## config.mk

```make
export PLATFORM = sky130hd
export DESIGN_NAME = tpc_timer
export DESIGN_NICKNAME = d
export VERILOG_FILES = /design/src/core/tpc_pkg.sv /design/src/core/tpc_timer.sv
export SDC_FILE = /design/constraint.sdc
export NUM_CORES = 1
export LEC_CHECK = 0
export BUFFER_PORTS_ARGS = -buffer_cell sky130_fd_sc_hd__buf_4
export CORE_MARGIN = 2
export CORE_UTILIZATION = 43
export CTS_CLUSTER_SIZE = 14
export DETAILED_ROUTE_END_ITERATION = 10
export GPL_ROUTABILITY_DRIVEN = 1
export GPL_TIMING_DRIVEN = 0
export PLACE_DENSITY = 0.7
export SKIP_CTS_REPAIR_TIMING = 1
export SLEW_MARGIN = 20
export SYNTH_ARGS = -nofsm -noshare
export SYNTH_HDL_FRONTEND = slang
export SYNTH_SLANG_ARGS = --single-unit
```

## constraint.sdc

```tcl
create_clock -name sys_clk_i -period 8.4 [get_ports sys_clk_i]
set_input_delay 1.68 -clock sys_clk_i [delete_from_list [all_inputs] [get_ports sys_clk_i]]
set_output_delay 1.68 -clock sys_clk_i [all_outputs]
set_load 0.005 [all_outputs]
```

## src/core/tpc_pkg.sv

```systemverilog
// Constants and state type for the prescaled 16-bit timer
package tpc_pkg;

   // ==========================================================
   // Bus and register offsets
   // ==========================================================
   localparam int ADDR_W = 8;
   localparam logic [31:0] BASE_ADDR = 32'h4000_c000;
   localparam logic [7:0] OFS_FLAGS = 8'h00;
   localparam logic [7:0] OFS_CTL = 8'h04;
   localparam logic [7:0] OFS_TC = 8'h08;
   localparam logic [7:0] OFS_PR = 8'h0c;
   localparam logic [7:0] OFS_PC = 8'h10;
   localparam logic [7:0] OFS_MCR = 8'h14;
   localparam logic [7:0] OFS_MR0 = 8'h18;
   localparam logic [7:0] OFS_MR1 = 8'h1c;
   localparam logic [7:0] OFS_MR2 = 8'h20;
   localparam logic [7:0] OFS_MR3 = 8'h24;
   localparam logic [7:0] OFS_CCR = 8'h28;
   localparam logic [7:0] OFS_CAP = 8'h2c;
   localparam logic [7:0] OFS_EMR = 8'h3c;
   localparam logic [7:0] OFS_RSV_LO = 8'h40;
   localparam logic [7:0] OFS_RSV_HI = 8'h6c;
   localparam logic [7:0] OFS_COUNT_SOURCE_CONTROL = 8'h70;
   localparam logic [7:0] OFS_PWM = 8'h74;

   // ==========================================================
   // Field positions
   // ==========================================================
   localparam int CTL_EN = 0;
   localparam int CTL_RST = 1;
   localparam int FLAG_CAP = 4;
   localparam int MCR_INT = 0;
   localparam int MCR_RST = 1;
   localparam int MCR_STOP = 2;
   localparam int CCR_RISE = 0;
   localparam int CCR_FALL = 1;
   localparam int CCR_INT = 2;
   localparam int EMR_ACT = 4;
   localparam logic [1:0] ACT_NONE = 2'h0;
   localparam logic [1:0] ACT_LOW = 2'h1;
   localparam logic [1:0] ACT_HIGH = 2'h2;
   localparam logic [1:0] ACT_TOGGLE = 2'h3;
   localparam logic [1:0] SRC_CAPTURE = 2'h0;

   typedef enum logic [1:0] {
      TPC_MODE_TIMER = 2'b00,
      TPC_MODE_RISE = 2'b01,
      TPC_MODE_FALL = 2'b10,
      TPC_MODE_BOTH = 2'b11
   } tpc_mode_type;

   // ==========================================================
   // State and reset value
   // ==========================================================
   typedef struct packed {
      logic [4:0] flags;
      logic [1:0] ctl;
      logic [15:0] tc;
      logic [15:0] pr;
      logic [15:0] pc;
      logic [11:0] match_action_control;
      logic [3:0][15:0] mr;
      logic [2:0] capture_edge_control;
      logic [15:0] cap;
      logic [11:0] match_output_control;
      logic [3:0] count_source_control;
      logic [2:0] pwm;
      logic [2:0] pins;
      logic cap_meta;
      logic cap_sync;
      logic cap_prev;
      logic [31:0] rdata;
   } tpc_state_type;

   localparam tpc_state_type TPC_STATE_RESET = '0;

endpackage

```

## src/core/tpc_timer.sv

```systemverilog
// Prescaled 16-bit timer with match, capture and match pins
//
// Function
// - Registers decoded at listed offsets, gap reserved
// - All implemented register bits reset to zero
// - Five pending flags: matches 0-3, capture
// - Writing one clears a flag, zero ignored
// - Enable bit lets both counters advance
// - Reset bit clears counters until written zero
// - Divider reaching limit bumps timer, clears divider
// - Timer wraps at maximum without flag
// - Divider count readable and writable by software
// - Match compares: reset, stop, flag
// - Match control selects flag, reset and stop
// - Capture event loads timer count
// - Capture control selects edges and flag
// - Match output control drives three pins
// - Count source selects timer or counter mode
// - Pulse-width select puts pins in modulation
// - Match pins toggle, low, high or hold
`timescale 1ns/1ns
module tpc_timer
   import tpc_pkg::*;
(
   input wire logic sys_clk_i,
   input wire logic rst_i,
   input wire logic [ADDR_W-1:0] addr_i,
   input wire logic [31:0] wdata_i,
   input wire logic wr_i,
   input wire logic rd_i,
   input wire logic capture_input_i,
   output logic [31:0] rdata_o,
   output logic [2:0] match_output_pins_o
);

   // ==========================================================
   // State
   // ==========================================================
   tpc_state_type s;
   tpc_state_type next_s;
   logic [3:0] hit;
   logic cnt_evt;
   logic cnt_go;
   logic tick;
   logic cap_rise;
   logic cap_fall;
   logic cap_evt;
   logic [31:0] rd_mux;
   logic [3:0] match_reset;
   logic [3:0] match_stop;

   assign rdata_o = s.rdata;
   assign match_output_pins_o = s.pins;

   // ==========================================================
   // Count source and edges
   // ==========================================================
   assign cap_rise = s.cap_sync & ~s.cap_prev;
   assign cap_fall = ~s.cap_sync & s.cap_prev;

   always_comb begin
      case (tpc_mode_type'(s.count_source_control[1:0]))
         TPC_MODE_TIMER: cnt_evt = 1'b1;
         TPC_MODE_RISE: cnt_evt = cap_rise;
         TPC_MODE_FALL: cnt_evt = cap_fall;
         TPC_MODE_BOTH: cnt_evt = cap_rise | cap_fall;
         default: cnt_evt = 1'b0;
      endcase
      if (s.count_source_control[1:0] != TPC_MODE_TIMER && s.count_source_control[3:2] != SRC_CAPTURE) begin
         cnt_evt = 1'b0;
      end
   end

   assign cnt_go = s.ctl[CTL_EN] & ~s.ctl[CTL_RST] & cnt_evt;
   assign tick = cnt_go & (s.pc == s.pr);

   assign cap_evt = (s.capture_edge_control[CCR_RISE] & cap_rise) |
                    (s.capture_edge_control[CCR_FALL] & cap_fall);

   // ==========================================================
   // Match compare per channel
   // ==========================================================
   genvar gi;
   generate
      for (gi = 0; gi < 4; gi++) begin : g_match
         assign hit[gi] = tick & (s.tc == s.mr[gi]);
         assign match_reset[gi] = hit[gi] & s.match_action_control[3*gi+MCR_RST];
         assign match_stop[gi] = hit[gi] & s.match_action_control[3*gi+MCR_STOP];
      end
   endgenerate

   // ==========================================================
   // Read decode
   // ==========================================================
   // Offset decode, reserved gap reads zero
   always_comb begin
      rd_mux = 32'h0000_0000;
      case (addr_i)
         OFS_FLAGS: rd_mux = {27'h0, s.flags};
         OFS_CTL: rd_mux = {30'h0, s.ctl};
         OFS_TC: rd_mux = {16'h0, s.tc};
         OFS_PR: rd_mux = {16'h0, s.pr};
         OFS_PC: rd_mux = {16'h0, s.pc};
         OFS_MCR: rd_mux = {20'h0, s.match_action_control};
         OFS_MR0: rd_mux = {16'h0, s.mr[0]};
         OFS_MR1: rd_mux = {16'h0, s.mr[1]};
         OFS_MR2: rd_mux = {16'h0, s.mr[2]};
         OFS_MR3: rd_mux = {16'h0, s.mr[3]};
         OFS_CCR: rd_mux = {29'h0, s.capture_edge_control};
         OFS_CAP: rd_mux = {16'h0, s.cap};
         OFS_EMR: rd_mux = {20'h0, s.match_output_control};
         OFS_COUNT_SOURCE_CONTROL: rd_mux = {28'h0, s.count_source_control};
         OFS_PWM: rd_mux = {29'h0, s.pwm};
         default: rd_mux = 32'h0000_0000;
      endcase
   end

   // ==========================================================
   // Next state
   // ==========================================================
   always_comb begin
      next_s = s;
      next_s.cap_meta = capture_input_i;
      next_s.cap_sync = s.cap_meta;
      next_s.cap_prev = s.cap_sync;
      next_s.rdata = rd_i ? rd_mux : 32'h0000_0000;

      // Plain register writes
      if (wr_i) begin
         case (addr_i)
            OFS_CTL: next_s.ctl = wdata_i[1:0];
            OFS_PR: next_s.pr = wdata_i[15:0];
            OFS_MCR: next_s.match_action_control = wdata_i[11:0];
            OFS_MR0: next_s.mr[0] = wdata_i[15:0];
            OFS_MR1: next_s.mr[1] = wdata_i[15:0];
            OFS_MR2: next_s.mr[2] = wdata_i[15:0];
            OFS_MR3: next_s.mr[3] = wdata_i[15:0];
            OFS_CCR: next_s.capture_edge_control = wdata_i[2:0];
            OFS_EMR: next_s.match_output_control = wdata_i[11:0];
            OFS_COUNT_SOURCE_CONTROL: next_s.count_source_control = wdata_i[3:0];
            OFS_PWM: next_s.pwm = wdata_i[2:0];
            default: next_s.ctl = next_s.ctl;
         endcase
      end

      if (wr_i && addr_i == OFS_FLAGS) begin
         next_s.flags = s.flags & ~wdata_i[4:0];
      end

      if (cnt_go) begin
         next_s.pc = tick ? 16'h0000 : 16'(s.pc + 16'h0001);
      end
      if (tick) begin
         next_s.tc = 16'(s.tc + 16'h0001);
      end
      if (|match_reset) begin
         next_s.tc = 16'h0000;
      end
      if (|match_stop) begin
         next_s.ctl[CTL_EN] = 1'b0;
      end

      if (wr_i && addr_i == OFS_TC) begin
         next_s.tc = wdata_i[15:0];
      end
      if (wr_i && addr_i == OFS_PC) begin
         next_s.pc = wdata_i[15:0];
      end

      if (next_s.ctl[CTL_RST]) begin
         next_s.tc = 16'h0000;
         next_s.pc = 16'h0000;
      end

      // Per-channel flags and pin actions
      for (int i = 0; i < 4; i++) begin
         if (hit[i] && s.match_action_control[3*i+MCR_INT]) begin
            next_s.flags[i] = 1'b1;
         end
         if (hit[i]) begin
            case (s.match_output_control[EMR_ACT+2*i +: 2])
               ACT_LOW: next_s.match_output_control[i] = 1'b0;
               ACT_HIGH: next_s.match_output_control[i] = 1'b1;
               ACT_TOGGLE: next_s.match_output_control[i] = ~s.match_output_control[i];
               default: next_s.match_output_control[i] = next_s.match_output_control[i];
            endcase
         end
      end

      if (cap_evt) begin
         next_s.cap = s.tc;
      end
      if (cap_evt && s.capture_edge_control[CCR_INT]) begin
         next_s.flags[FLAG_CAP] = 1'b1;
      end

      // Pins from match state or modulation
      for (int j = 0; j < 3; j++) begin
         next_s.pins[j] = s.pwm[j] ? (s.tc >= s.mr[j]) : next_s.match_output_control[j];
      end
   end

   always_ff @(posedge sys_clk_i or posedge rst_i) begin
      if (rst_i) begin
         s <= TPC_STATE_RESET;
      end else begin
         s <= next_s;
      end
   end

   logic cap_int_evt;
   assign cap_int_evt = cap_evt & s.capture_edge_control[CCR_INT];
endmodule

```

==> results.ini <==
[run_status]
status = finished, final reports clean

[setup_path]
r2r_cells = 9
crit_type = primary input to flip-flop
cp_max_fo = 10
crit_start = addr_i[5]
worstReg2RegEnd = s[189]$_DFFE_PP0P_
setup.worst_path.end_class = flip-flop
cp.arrival_ns = 4.43
r2r_slack_ns = 5.20
cp.required_ns = 8.76
crit_path_start_kind = primary input
critPathCapture = s[191]$_DFFE_PP0P_
r2r-start = s[184]$_DFFE_PP0P_

[cells_and_area]
layout_commonest_cell = dfrtp_1
syn2layout_area_growth_pct = 13.2
mostFrequentLayoutCells = dfrtp_1 (191), mux2_2 (112), nand2_1 (82), buf_4 (79)
drive_gt1_share_pct = 23.0
multiInputGateArea_mm2 = 0.00570
fillers = 2342
fin_nets = 1249
diodes = 0
regArea_mm2 = 0.00478

[route]
ant_nets = 0
via_count = 9426
first_iter_violations = 1383
route.detailed.drc = 0
dr.pass1.iters = 6
vias_per_cell = 6.31
wirelength_mm = 38.6
routedWlPerCell_um = 25.8

[timing]
fin_hold_ws_ns = 0.358
period_minus_slack_ns = 4.07
slew_viol_final = 0
fin_worst_skew_ns = 0.0172
relSlewSlack_pct = 31.9
hold_violations = 0
finalSetupViolations = 0
rsz0062_at_grt = false
period_share_pct = 48.5
max_freq_mhz = 246
tns_ns = 0
worst_pin_slew_ns = 1.02

[synth]
synth_edf_count = 0
synth-async-reset-ratio_pct = 100
yosys_warnings = 0
synth_flop_cell = dfrtp_1
synth.cell_area_mm2 = 0.0111
synth_seq_cells = 191
synth_largest_area_cell = dfrtp_1
synthCells = 1072
synth_sequential_area_ratio_pct = 43.0
yosys.cell_types.count = 66
synth.avg_cell_area_um2 = 10.4
synth.area.top_cells = dfrtp_1 (43%), mux2_2 (11%), ha_1 (5.8%)
synth_top_area_share_pct = 43.0

[placement]
io_buffers = 44
place_congestion = 1.02
dp_hpwl_mm = 29.1

[die]
fp.coreArea_mm2 = 0.0253
ios = 80
die_h_um = 165
die_w_um = 165
start_util_pct = 43.9
core.rowCount = 58
die-area_mm2 = 0.0272

[clock_tree]
tritoncts = done
clk_latency_ns = 0.45
clk_pin_slew_ns = 0.08
clock-sinks = 191
cts_buffer_depth = 2
numCtsBuffers = 17
htree_levels = 4
ctsRootBufferMaster = clkbuf_16

[grt]
track_usage_pct = 29.5
grt_max_degree = 98
antenna_found_initial = 0
grt_overflow = 0
grt_pass1_wl_mm = 58.1
grt_pass1_vias = 9067

[pwr]
power_mw = 2.40
ir_drop_uv = 125
power_density_mw_per_mm2 = 191
p_leak_nw = 5.92

[run]
maxCapViolCount = 0

[hold_path]
hold_class = flip-flop to flip-flop
hold_path_depth = 0

[metrics by stage]
step	util, %	cells	area [um^2]	worst slack [ns]
2_1_floorplan	-	1087	11200	1.52
3_3_place_gp	47.1	1461	11900	-0.745
3_5_place_dp	47.3	1463	12000	4.06
4_1_cts	49.7	1495	12600	4.52
5_1_grt	49.7	1495	12600	4.33
6_report	49.7	1495	12600	4.33
[state kept, by name, indices dropped and copies added (netlist names)]
register	cells
match_output_pins_o	3
s	170
rdata_o	16
next_s	2
[layer usage]
layer / global-route usage [%] / part of all wire [%] / up-vias
met1: 41.8 / 42 / 4676
met3: 6.30 / 11 / 89
li1: - / - / 4043
met5: 0 / 0 / -
met2: 44.2 / 44 / 618
met4: 11.1 / 3.6 / 0
[cell type report]
class                           count  area share, %
Buffer                             92           4.11
Clock inverter                     15           1.44
Multi-Input combinational cell    751           45.3
Clock buffer                       17           3.38
Sequential cell                   191           38.0
Inverter                           53           1.64
Timing Repair Buffer               46           2.93
Tap cell                          330           3.28
[cells in the mapped netlist (all sizes together) (8+ instances only)]
library cell  count
dfrtp           191
nand3            28
buf              52
ha               52
nor4             18
a222oi            9
a221oi           20
a31oi            32
and2              9
and3              8
a22oi            34
mux2            130
nand4            18
inv              53
nand2            83
xor2             42
nor3             17
o21ai            51
a22o             26
clkbuf           40
a21oi            34
nor2             51
[power by group]
part | total [mW] | switching, mW | internal, mW
Clock | 0.848 | 0.398 | 0.451
Sequential | 1.10 | 0.108 | 0.991
Combinational | 0.452 | 0.275 | 0.177
Total | 2.40 | 0.780 | 1.62
[critical path, cell delays in order]
cell      delay (ns)
clkbuf_1        0.16
nor4_1          0.67
nand3_1         0.26
mux2i_1         0.74
inv_1           0.39
buf_2           0.33
nor2_1          0.19
[logic make-up (layout without fill, tap and decap cells)]
| group | after synthesis | in the layout | share of synthesized area [%] |
|---|---|---|---|
| AO/OA/AOI/OAI | 233 | 233 | 14.4 |
| AND/OR/NAND/NOR | 270 | 270 | 13.1 |
| other | 1 | 16 | 0.0337 |
| flip-flops | 191 | 191 | 43.0 |
| XOR/XNOR | 46 | 46 | 3.62 |
| multiplexers | 134 | 134 | 13.5 |
| buffers and inverters | 145 | 223 | 6.44 |
| adder cells (fa/ha/maj) | 52 | 52 | 5.85 |
[worst min path at each step]
| stage | start | endpoint |
|---|---|---|
| finish | next_s[33]$_DFF_PP0_ | next_s[32]$_DFF_PP0_ |
| global route | next_s[33]$_DFF_PP0_ | next_s[32]$_DFF_PP0_ |
| CTS | next_s[33]$_DFF_PP0_ | next_s[32]$_DFF_PP0_ |
| detailed placement | next_s[33]$_DFF_PP0_ | next_s[32]$_DFF_PP0_ |
| global placement | next_s[33]$_DFF_PP0_ | next_s[32]$_DFF_PP0_ |
| floorplan | next_s[33]$_DFF_PP0_ | next_s[32]$_DFF_PP0_ |
(Power assumes the default switching activity.)
